==> config.mk <==
export PLATFORM = sky130hd
export DESIGN_NAME = gfsm_top
export DESIGN_NICKNAME = d
export VERILOG_FILES = /design/src/gfsm_pkg.sv /design/src/gfsm_top.sv /design/src/gfsm_pin_sync.sv
export VERILOG_INCLUDE_DIRS = /design/src
export SDC_FILE = /design/constraint.sdc
export NUM_CORES = 1
export LEC_CHECK = 0
export ABC_AREA = 1
export ABC_CLOCK_PERIOD_IN_PS = 3700
export BUFFER_PORTS_ARGS = -buffer_cell sky130_fd_sc_hd__buf_4
export CAP_MARGIN = 20
export CORE_UTILIZATION = 53
export CTS_CLUSTER_SIZE = 40
export DETAILED_ROUTE_END_ITERATION = 8
export PLACE_DENSITY_LB_ADDON = 0.25
export RECOVER_POWER = 100
export SKIP_CTS_REPAIR_TIMING = 1
export SLEW_MARGIN = 20
export SYNTH_ARGS = -nofsm -noshare
export SYNTH_HDL_FRONTEND = slang
export SYNTH_HIERARCHICAL = 1
export SYNTH_SLANG_ARGS = --single-unit
==> constraint.sdc <==
create_clock -name clock -period 3.7 [get_ports clock]
set_input_delay 0.555 -clock clock [delete_from_list [all_inputs] [get_ports clock]]
set_output_delay 0.555 -clock clock [all_outputs]
set_load 0.05 [all_outputs]
==> src/gfsm_params.svh <==
// Constants of the function-select mux for pins 1 and 2.
// Assumes inclusion by bare name from the design files and the bench.
`ifndef GFSM_PARAMS_SVH
`define GFSM_PARAMS_SVH

// ----------------------------------------------------------------------
// Bus and synchroniser
// ----------------------------------------------------------------------
`define GFSM_AXI_ADDR_WIDTH 8
`define GFSM_SYNC_STAGES 2
`define GFSM_RESP_OKAY 2'h0
`define GFSM_RESP_SLVERR 2'h2

// ----------------------------------------------------------------------
// Register indices; byte address is four times the index
// ----------------------------------------------------------------------
`define GFSM_IDX_PIN1_CFG 8'h0c
`define GFSM_IDX_PIN2_CFG 8'h0d
`define GFSM_IDX_PORT_CFG 8'h0e
`define GFSM_CFG_RESET 8'h00
`define GFSM_DIO_RESET 1'h0

// ----------------------------------------------------------------------
// Field positions
// ----------------------------------------------------------------------
`define GFSM_DRV_MSB 7
`define GFSM_DRV_LSB 6
`define GFSM_PUP_BIT 5
`define GFSM_FUNC_MSB 4
`define GFSM_FUNC_LSB 0
`define GFSM_PORT_DIO_LSB 1
`define GFSM_PORT_STS_LSB 5

// ----------------------------------------------------------------------
// Function codes
// ----------------------------------------------------------------------
`define GFSM_FN_SPECIAL 5'h00
`define GFSM_FN_WAKEUP 5'h01
`define GFSM_FN_LOWBAT 5'h02
`define GFSM_FN_DIN 5'h03
`define GFSM_FN_IRQ_FALL 5'h04
`define GFSM_FN_IRQ_RISE 5'h05
`define GFSM_FN_IRQ_ANY 5'h06
`define GFSM_FN_ADC 5'h07
`define GFSM_FN_DOUT 5'h0a
`define GFSM_FN_VREF 5'h0e
`define GFSM_FN_RXCLK 5'h0f
`define GFSM_FN_RETX 5'h11
`define GFSM_FN_RXDATA 5'h14
`define GFSM_FN_RXSTATE 5'h15
`define GFSM_FN_FIFO_AF 5'h16
`define GFSM_FN_ANT1 5'h17
`define GFSM_FN_ANT2 5'h18
`define GFSM_FN_PRE_OK 5'h19
`define GFSM_FN_PRE_BAD 5'h1a
`define GFSM_FN_SYNC 5'h1b
`define GFSM_FN_CCA 5'h1c
`define GFSM_FN_VDD 5'h1d

`endif

==> src/gfsm_pkg.sv <==
// Types shared by the function-select mux files.
// Assumes the constants header sits in the same folder.
package gfsm_pkg;
    typedef enum logic [1:0] {
        GFSM_WR_COLLECT = 2'h1,
        GFSM_WR_RESP = 2'h2
    } gfsm_wr_state_type;

    typedef enum logic [1:0] {
        GFSM_RD_IDLE = 2'h1,
        GFSM_RD_DATA = 2'h2
    } gfsm_rd_state_type;
endpackage

==> src/gfsm_top.sv <==
// Function-select mux for general-purpose pins 1 and 2, AXI4-Lite slave.
// Assumes internal sources on the same clock and pad levels asynchronous.
`timescale 1ns/100ps
`default_nettype none
`include "gfsm_params.svh"

//
// Overview of operation
// - Pin 1 pull-up on when its pull-up bit set and pin is digital input.
// - Pin 2 pull-up on when its pull-up bit set and pin is digital input.
// - Bits 7:6 of each config register set the pin drive strength.
// - Pin 1 code 00000 outputs the inverted power-on reset.
// - Pin 2 code 00000 outputs the microcontroller clock.
// - Code 00001 drives high once the wake-up timer has expired.
// - Code 00010 drives high while battery is below threshold.
// - Code 00011 makes the pin a direct digital input, undriven.
// - Codes 00100-00110 are interrupt inputs: falling, rising, any edge.
// - Code 00111 routes the pin to the ADC, driver off.
// - Code 01010 drives the software direct-I/O level.
// - Code 01110 presents the reference voltage on the pin.
// - Code 01111 outputs the received-data bit clock.
// - Code 10001 takes an external retransmission request input.
// - Codes 10100-10110 output rx data, rx state, FIFO almost full.
// - Codes 10111 and 11000 output antenna switch controls 1 and 2.
// - Codes 11001 and 11010 output valid and invalid preamble detect.
// - Code 11011 outputs sync word detected.
// - Code 11100 outputs clear channel, 11101 high, others low.
// - Reserved codes are not programmed by software; behaviour undefined.
// - Direct output follows its I/O bit; direct input reads pin level.
// - Interrupt status of each pin is readable in the port register.
module gfsm_top
    import gfsm_pkg::*;
#(
    parameter int ADDR_WIDTH = `GFSM_AXI_ADDR_WIDTH
) (
    input wire logic clock,
    input wire logic rst_n,
    input wire logic [ADDR_WIDTH-1:0] s_axi_awaddr,
    input wire logic s_axi_awvalid,
    output logic s_axi_awready,
    input wire logic [31:0] s_axi_wdata,
    input wire logic [3:0] s_axi_wstrb,
    input wire logic s_axi_wvalid,
    output logic s_axi_wready,
    output logic [1:0] s_axi_bresp,
    output logic s_axi_bvalid,
    input wire logic s_axi_bready,
    input wire logic [ADDR_WIDTH-1:0] s_axi_araddr,
    input wire logic s_axi_arvalid,
    output logic s_axi_arready,
    output logic [31:0] s_axi_rdata,
    output logic [1:0] s_axi_rresp,
    output logic s_axi_rvalid,
    input wire logic s_axi_rready,
    input wire logic porActive,
    input wire logic mcuClock,
    input wire logic wakeupTimerExpired,
    input wire logic lowBattery,
    input wire logic rxDataClock,
    input wire logic rxData,
    input wire logic rxState,
    input wire logic rxFifoAlmostFull,
    input wire logic antenna1Switch,
    input wire logic antenna2Switch,
    input wire logic preambleValid,
    input wire logic preambleInvalid,
    input wire logic syncWordDetected,
    input wire logic clearChannel,
    input wire logic [1:0] gpioIn,
    output logic [1:0] gpioOut,
    output logic [1:0] gpioOe,
    output logic [1:0] gpioPullupEn,
    output logic [3:0] gpioDriveStrength,
    output logic [1:0] gpioAdcEn,
    output logic [1:0] gpioVrefEn,
    output logic [1:0] extIrqPulse,
    output logic [1:0] extIrqPending,
    output logic [1:0] retxRequest
);
    generate
        if (ADDR_WIDTH < 6) begin : gen_check
            $error("gfsm_top needs at least six address bits");
        end
    endgenerate

    localparam logic [ADDR_WIDTH-1:0] PIN1_ADDR =
        ADDR_WIDTH'({`GFSM_IDX_PIN1_CFG, 2'h0});
    localparam logic [ADDR_WIDTH-1:0] PIN2_ADDR =
        ADDR_WIDTH'({`GFSM_IDX_PIN2_CFG, 2'h0});
    localparam logic [ADDR_WIDTH-1:0] PORT_ADDR =
        ADDR_WIDTH'({`GFSM_IDX_PORT_CFG, 2'h0});

    gfsm_wr_state_type wrState_q;
    gfsm_rd_state_type rdState_q;
    logic awHave_q;
    logic wHave_q;
    logic [ADDR_WIDTH-1:0] awAddr_q;
    logic [7:0] wData_q;
    logic wLane_q;
    logic [1:0] bResp_q;
    logic [31:0] rData_q;
    logic [1:0] rResp_q;
    logic wrFire;
    logic [2:0] wrSel;
    logic [7:0] cfgAll [2];
    logic [1:0] dioRead;
    logic [1:0] irqSts;

    // ------------------------------------------------------------------
    // Address decode
    // ------------------------------------------------------------------
    function automatic logic [2:0] decode(input logic [ADDR_WIDTH-1:0] a);
        decode = '0;
        decode[0] = a[ADDR_WIDTH-1:2] == PIN1_ADDR[ADDR_WIDTH-1:2];
        decode[1] = a[ADDR_WIDTH-1:2] == PIN2_ADDR[ADDR_WIDTH-1:2];
        decode[2] = a[ADDR_WIDTH-1:2] == PORT_ADDR[ADDR_WIDTH-1:2];
    endfunction

    // ------------------------------------------------------------------
    // AXI4-Lite write channel
    // ------------------------------------------------------------------
    assign s_axi_awready = (wrState_q == GFSM_WR_COLLECT) && !awHave_q;
    assign s_axi_wready = (wrState_q == GFSM_WR_COLLECT) && !wHave_q;
    assign s_axi_bvalid = wrState_q == GFSM_WR_RESP;
    assign s_axi_bresp = bResp_q;
    assign wrFire = (wrState_q == GFSM_WR_COLLECT) && awHave_q && wHave_q;
    assign wrSel = wrFire && wLane_q ? decode(awAddr_q) : 3'h0;

    always_ff @(posedge clock) begin
        if (!rst_n) begin
            awHave_q <= 1'b0;
            awAddr_q <= '0;
        end else if (s_axi_awvalid && s_axi_awready) begin
            awHave_q <= 1'b1;
            awAddr_q <= s_axi_awaddr;
        end else if (wrFire) begin
            awHave_q <= 1'b0;
        end
    end

    always_ff @(posedge clock) begin
        if (!rst_n) begin
            wHave_q <= 1'b0;
            wData_q <= 8'h00;
            wLane_q <= 1'b0;
        end else if (s_axi_wvalid && s_axi_wready) begin
            wHave_q <= 1'b1;
            wData_q <= s_axi_wdata[7:0];
            wLane_q <= s_axi_wstrb[0];
        end else if (wrFire) begin
            wHave_q <= 1'b0;
        end
    end

    always_ff @(posedge clock) begin
        if (!rst_n) begin
            wrState_q <= GFSM_WR_COLLECT;
            bResp_q <= `GFSM_RESP_OKAY;
        end else begin
            case (wrState_q)
                GFSM_WR_COLLECT: begin
                    if (wrFire) begin
                        wrState_q <= GFSM_WR_RESP;
                        bResp_q <= (decode(awAddr_q) != 3'h0) ?
                            `GFSM_RESP_OKAY : `GFSM_RESP_SLVERR;
                    end
                end
                GFSM_WR_RESP: begin
                    if (s_axi_bready) begin
                        wrState_q <= GFSM_WR_COLLECT;
                    end
                end
                default: begin
                    wrState_q <= GFSM_WR_COLLECT;
                end
            endcase
        end
    end

    // ------------------------------------------------------------------
    // AXI4-Lite read channel
    // ------------------------------------------------------------------
    assign s_axi_arready = rdState_q == GFSM_RD_IDLE;
    assign s_axi_rvalid = rdState_q == GFSM_RD_DATA;
    assign s_axi_rdata = rData_q;
    assign s_axi_rresp = rResp_q;

    always_ff @(posedge clock) begin
        if (!rst_n) begin
            rdState_q <= GFSM_RD_IDLE;
            rData_q <= 32'h0000_0000;
            rResp_q <= `GFSM_RESP_OKAY;
        end else begin
            case (rdState_q)
                GFSM_RD_IDLE: begin
                    if (s_axi_arvalid) begin
                        rdState_q <= GFSM_RD_DATA;
                        rResp_q <= `GFSM_RESP_OKAY;
                        rData_q <= 32'h0000_0000;
                        case (decode(s_axi_araddr))
                            3'h1: rData_q[7:0] <= cfgAll[0];
                            3'h2: rData_q[7:0] <= cfgAll[1];
                            3'h4: begin
                                rData_q[`GFSM_PORT_DIO_LSB+:2] <= dioRead;
                                rData_q[`GFSM_PORT_STS_LSB+:2] <= irqSts;
                            end
                            default: rResp_q <= `GFSM_RESP_SLVERR;
                        endcase
                    end
                end
                GFSM_RD_DATA: begin
                    if (s_axi_rready) begin
                        rdState_q <= GFSM_RD_IDLE;
                    end
                end
                default: begin
                    rdState_q <= GFSM_RD_IDLE;
                end
            endcase
        end
    end

    // ------------------------------------------------------------------
    // Per-pin configuration, mux and input events
    // ------------------------------------------------------------------
    genvar p;
    generate
        for (p = 0; p < 2; p++) begin : gen_pin
            logic [7:0] cfg_q;
            logic dio_q;
            logic sts_q;
            logic out_q;
            logic oe_q;
            logic pup_q;
            logic [1:0] drv_q;
            logic adc_q;
            logic vref_q;
            logic irq_q;
            logic retx_q;
            logic [4:0] code;
            logic level;
            logic rise;
            logic fall;
            logic isDin;
            logic isAnalog;
            logic isVref;
            logic value;
            logic irqEvent;
            logic specialSrc;

            assign code = cfg_q[`GFSM_FUNC_MSB:`GFSM_FUNC_LSB];
            if (p == 0) begin : gen_src1
                assign specialSrc = ~porActive;
            end else begin : gen_src2
                assign specialSrc = mcuClock;
            end

            gfsm_pin_sync #(
                .STAGES(`GFSM_SYNC_STAGES)
            ) u_sync (
                .clock(clock),
                .rst_n(rst_n),
                .pinAsync(gpioIn[p]),
                .level(level),
                .rise(rise),
                .fall(fall)
            );

            assign isDin = code == `GFSM_FN_DIN || code == `GFSM_FN_RETX ||
                code == `GFSM_FN_IRQ_FALL || code == `GFSM_FN_IRQ_RISE ||
                code == `GFSM_FN_IRQ_ANY;
            assign isAnalog = code == `GFSM_FN_ADC;
            assign isVref = code == `GFSM_FN_VREF;
            assign irqEvent = (code == `GFSM_FN_IRQ_FALL && fall) ||
                (code == `GFSM_FN_IRQ_RISE && rise) ||
                (code == `GFSM_FN_IRQ_ANY && (rise || fall));

            always_comb begin
                case (code)
                    `GFSM_FN_SPECIAL: value = specialSrc;
                    `GFSM_FN_WAKEUP: value = wakeupTimerExpired;
                    `GFSM_FN_LOWBAT: value = lowBattery;
                    `GFSM_FN_DOUT: value = dio_q;
                    `GFSM_FN_RXCLK: value = rxDataClock;
                    `GFSM_FN_RXDATA: value = rxData;
                    `GFSM_FN_RXSTATE: value = rxState;
                    `GFSM_FN_FIFO_AF: value = rxFifoAlmostFull;
                    `GFSM_FN_ANT1: value = antenna1Switch;
                    `GFSM_FN_ANT2: value = antenna2Switch;
                    `GFSM_FN_PRE_OK: value = preambleValid;
                    `GFSM_FN_PRE_BAD: value = preambleInvalid;
                    `GFSM_FN_SYNC: value = syncWordDetected;
                    `GFSM_FN_CCA: value = clearChannel;
                    `GFSM_FN_VDD: value = 1'b1;
                    default: value = 1'b0;
                endcase
            end

            always_ff @(posedge clock) begin
                if (!rst_n) begin
                    cfg_q <= `GFSM_CFG_RESET;
                end else if (wrSel[p]) begin
                    cfg_q <= wData_q;
                end
            end

            always_ff @(posedge clock) begin
                if (!rst_n) begin
                    dio_q <= `GFSM_DIO_RESET;
                end else if (wrSel[2]) begin
                    dio_q <= wData_q[`GFSM_PORT_DIO_LSB+p];
                end
            end

            // Sticky status, write one to clear; a new event wins
            always_ff @(posedge clock) begin
                if (!rst_n) begin
                    sts_q <= 1'b0;
                end else if (irqEvent) begin
                    sts_q <= 1'b1;
                end else if (wrSel[2] && wData_q[`GFSM_PORT_STS_LSB+p]) begin
                    sts_q <= 1'b0;
                end
            end

            always_ff @(posedge clock) begin
                if (!rst_n) begin
                    out_q <= 1'b0;
                    oe_q <= 1'b0;
                    pup_q <= 1'b0;
                    drv_q <= 2'h0;
                    adc_q <= 1'b0;
                    vref_q <= 1'b0;
                end else begin
                    out_q <= value;
                    oe_q <= !(isDin || isAnalog || isVref);
                    pup_q <= cfg_q[`GFSM_PUP_BIT] && isDin;
                    drv_q <= cfg_q[`GFSM_DRV_MSB:`GFSM_DRV_LSB];
                    adc_q <= isAnalog;
                    vref_q <= isVref;
                end
            end

            always_ff @(posedge clock) begin
                if (!rst_n) begin
                    irq_q <= 1'b0;
                    retx_q <= 1'b0;
                end else begin
                    irq_q <= irqEvent;
                    retx_q <= code == `GFSM_FN_RETX && rise;
                end
            end

            assign cfgAll[p] = cfg_q;
            assign dioRead[p] = code == `GFSM_FN_DIN ? level : dio_q;
            assign irqSts[p] = sts_q;
            assign gpioOut[p] = out_q;
            assign gpioOe[p] = oe_q;
            assign gpioPullupEn[p] = pup_q;
            assign gpioDriveStrength[2*p+:2] = drv_q;
            assign gpioAdcEn[p] = adc_q;
            assign gpioVrefEn[p] = vref_q;
            assign extIrqPulse[p] = irq_q;
            assign extIrqPending[p] = sts_q;
            assign retxRequest[p] = retx_q;
        end
    endgenerate
endmodule
`default_nettype wire

==> src/gfsm_pin_sync.sv <==
// Pin input synchroniser with edge detection.
// Assumes an asynchronous pad level and a single system clock.
`timescale 1ns/100ps
`default_nettype none
`include "gfsm_params.svh"

module gfsm_pin_sync
    import gfsm_pkg::*;
#(
    parameter int STAGES = `GFSM_SYNC_STAGES
) (
    input wire logic clock,
    input wire logic rst_n,
    input wire logic pinAsync,
    output logic level,
    output logic rise,
    output logic fall
);
    generate
        if (STAGES < 2) begin : gen_check
            $error("gfsm_pin_sync needs at least two stages");
        end
    endgenerate

    logic [STAGES-1:0] chain_q;
    logic prev_q;

    // ------------------------------------------------------------------
    // Metastability chain; first stage feeds only the second
    // ------------------------------------------------------------------
    always_ff @(posedge clock) begin
        if (!rst_n) begin
            chain_q <= '0;
        end else begin
            chain_q <= {chain_q[STAGES-2:0], pinAsync};
        end
    end

    always_ff @(posedge clock) begin
        if (!rst_n) begin
            prev_q <= 1'b0;
        end else begin
            prev_q <= chain_q[STAGES-1];
        end
    end

    assign level = chain_q[STAGES-1];
    assign rise = chain_q[STAGES-1] & ~prev_q;
    assign fall = ~chain_q[STAGES-1] & prev_q;
endmodule
`default_nettype wire

==> flow_summary.json <==
{
  "outcome": "finished, final reports clean",
  "route.detailed.vias_per_inst": 4.93,
  "stdcell_area_um2": 4120,
  "io_pins": 136,
  "dp_hpwl_um": 6370,
  "ir_drop_uv": 238,
  "async_flop_share_pct": 0,
  "min_path_type": "in -> reg",
  "wire_per_inst_um": 12.4,
  "netlist_top_cells_area": "dfxtp_1 40%, nand2_1 9.3%, buf_4 8.5%",
  "path_delay_family": "buffers and inverters",
  "dr.pass1.iters": 5,
  "critPathMaxFanout": 3,
  "cap_violations": 0,
  "grt_overflow": 0,
  "synth.most_common_cell": "nand2_1",
  "final_nets": 662,
  "synth-seq-cells": 75,
  "worst_pin_slew_ns": 0.635,
  "hold_violations": 0,
  "syn_to_final_growth_pct": 10.9,
  "die_area_um2": 7340,
  "synth_common_cells": "92 x nand2_1, 79 x nor2_1, 75 x dfxtp_1",
  "finalSetupViolations": 0,
  "max_freq_mhz": 473,
  "rows": 30,
  "clk_latency_ns": 0.35,
  "synth_area_um2": 3710,
  "p_total_mw": 1.69,
  "syn_inst": 526,
  "initial_core_util_pct": 54.6,
  "cts_sinks": 75,
  "final_layout_size_suffix_gt1_share_pct": 11.3,
  "min_path_cells": 3,
  "core-area_um2": 6790,
  "arrival_ns": 1.56,
  "clockBufferDepth": 2,
  "htree_levels": 3,
  "diodes": 0,
  "grt_pass1_wl_um": 14100,
  "die_w_um": 85.7,
  "yosysSeqAreaShare_pct": 40.4,
  "rsz0062_at_grt": "no",
  "crit_buf_inv": 3,
  "reg2reg_to": "gen_pin[1].cfg_q[1]",
  "routed-via-count": 3392,
  "whs_ns": 0.385,
  "hold_end": "gen_pin[1].u_sync/chain_q[0]",
  "rrSetupSlack_ns": 1.78,
  "grt_usage_pct": 24.7,
  "end_kind": "primary output",
  "cts_tree": "done",
  "period_share_pct": 57.2,
  "min_period_ns": 2.12,
  "yosys_most_used_dff": "dfxtp_1",
  "setup-tns-final_ns": 0,
  "synth_top_area_share_pct": 40.4,
  "dieHeight_um": 85.7,
  "finClkSkew_ns": 0.00819,
  "crit_required_ns": 3.14,
  "leakagePower_nw": 1.96,
  "syn_area_per_cell_um2": 7.06,
  "clkTransAtPathRegs_ns": 0.08,
  "r2r_cells": 7,
  "critPathLaunchType": "flip-flop",
  "synth_top_cell_by_area": "dfxtp_1",
  "drc": 0,
  "yosysWarnings": 6,
  "antenna_found_initial": 0,
  "cp_cell_sequence": "inv_1 > nor2_1 > inv_1 > nor2_1 > clkbuf_1",
  "cts_root_buffer": "clkbuf_8",
  "grt_pass1_vias": 3066,
  "dpl_cell_area_um2": 4140,
  "critPathKind": "reg -> out",
  "hp-start": "gpioIn[1]",
  "synth-edff-count": 0,
  "wl_um": 8520,
  "maxSlewViolCount": 0,
  "p_per_area_nw_per_um2": 410,
  "globalplace.congestion": 0.837,
  "ant_nets": 0,
  "cts_buffers": 9,
  "slowest_delay_ns": 0.48,
  "r2r_start": "wrState_q[0]",
  "drtIter0Drc": 157,
  "grt_max_degree": 57,
  "slew_headroom_pct": 57.4,
  "cp_slowest_cell": "clkbuf_1",
  "ys_types": 31,
  "port_buffers": 78
}
worst max path at each step:
stage / endpoint / slack, ns / cells past startpoint / start
after global routing: s_axi_awready / 1.42 / 5 / wrState_q[0]
after global placement: gen_pin[0].sts_q / 1.53 / 5 / rst_n
after detailed placement: gen_pin[0].sts_q / 1.52 / 5 / rst_n
after CTS: s_axi_awready / 1.79 / 5 / wrState_q[0]
after floorplan: s_axi_rdata[0] / 1.86 / 7 / rdState_q[0]
final: s_axi_awready / 1.58 / 5 / wrState_q[0]
routing by layer:
layer | share of wire [%] | track usage, %
met3 | 6.3 | 5.00
met4 | 1.1 | 8.03
met1 | 46 | 31.5
met2 | 47 | 41.8
met5 | 0 | 0
cells by family (layout without fill, tap and decap cells):
group	after synthesis	in the layout	synth area share, %
and+or+nand+nor	247	247	30.5
buffers and inverters	125	166	17.4
AOI/OAI and AO/OA	78	78	11.6
DFF	75	75	40.4
other	1	26	0.101
flip-flops by register name (all words and copies together), names as in the netlist, 2 cells and up:
| signal | flops |
|---|---|
| awAddr_q | 6 |
| gen_pin.adc_q | 2 |
| gen_pin.cfg_q | 16 |
| gen_pin.dio_q | 2 |
| gen_pin.drv_q | 4 |
| gen_pin.irq_q | 2 |
| gen_pin.oe_q | 2 |
| gen_pin.out_q | 2 |
| gen_pin.pup_q | 2 |
| gen_pin.retx_q | 2 |
| gen_pin.sts_q | 2 |
| gen_pin.u_sync/chain_q | 4 |
| gen_pin.u_sync/prev_q | 2 |
| gen_pin.vref_q | 2 |
| rdState_q | 2 |
| s_axi_rdata | 8 |
| wData_q | 8 |
| wrState_q | 2 |
cell type report:
cell class                 count  area [um^2]
timing repair buffer          78          454
clock inverter                 7         60.1
inverter                      72          270
multi-input combinational    351         1590
sequential                    75         1500
tap                           96          120
clock buffer                   9          124
fill                         683         2680
worst reg2reg max path, stage by stage, from the launching register on:
cell and delay, ns:
dfxtp_1 0.36, inv_1 0.05, nor2_1 0.12, nand3_1 0.22, nor2_1 0.36, nand2_1 0.36
o21ai_0 0.26, a21oi_1 0.06
placed cells by master (no fill, tap or decap), types with 3 or more instances in the layout:
cell type,n
o21ai_0,28
o211ai_1,3
nor2_1,83
nor2_2,3
o21bai_1,4
buf_4,43
o21ai_1,5
nand2_1,96
clkbuf_1,35
nand3_1,43
a21oi_1,30
dfxtp_1,75
conb_1,26
nor3_1,6
clkbuf_8,9
nand4_1,13
inv_1,70
o22ai_1,4
clkinvlp_4,3
metrics by stage:
step	utilization [%]	setup slack, ns	std cells
6_report	60.6	1.58	688
5_1_grt	60.6	1.42	688
4_1_cts	63.6	1.79	688
3_5_place_dp	60.9	1.52	672
3_3_place_gp	60.9	1.53	672
2_1_floorplan	-	1.86	551
report_power, final:
part | switching [mW] | total [mW] | internal (mW)
Combinational | 0.181 | 0.242 | 0.0610
Sequential | 0.0187 | 0.856 | 0.837
Clock | 0.337 | 0.590 | 0.254
Note: power is estimated with default switching activity, not from simulation.
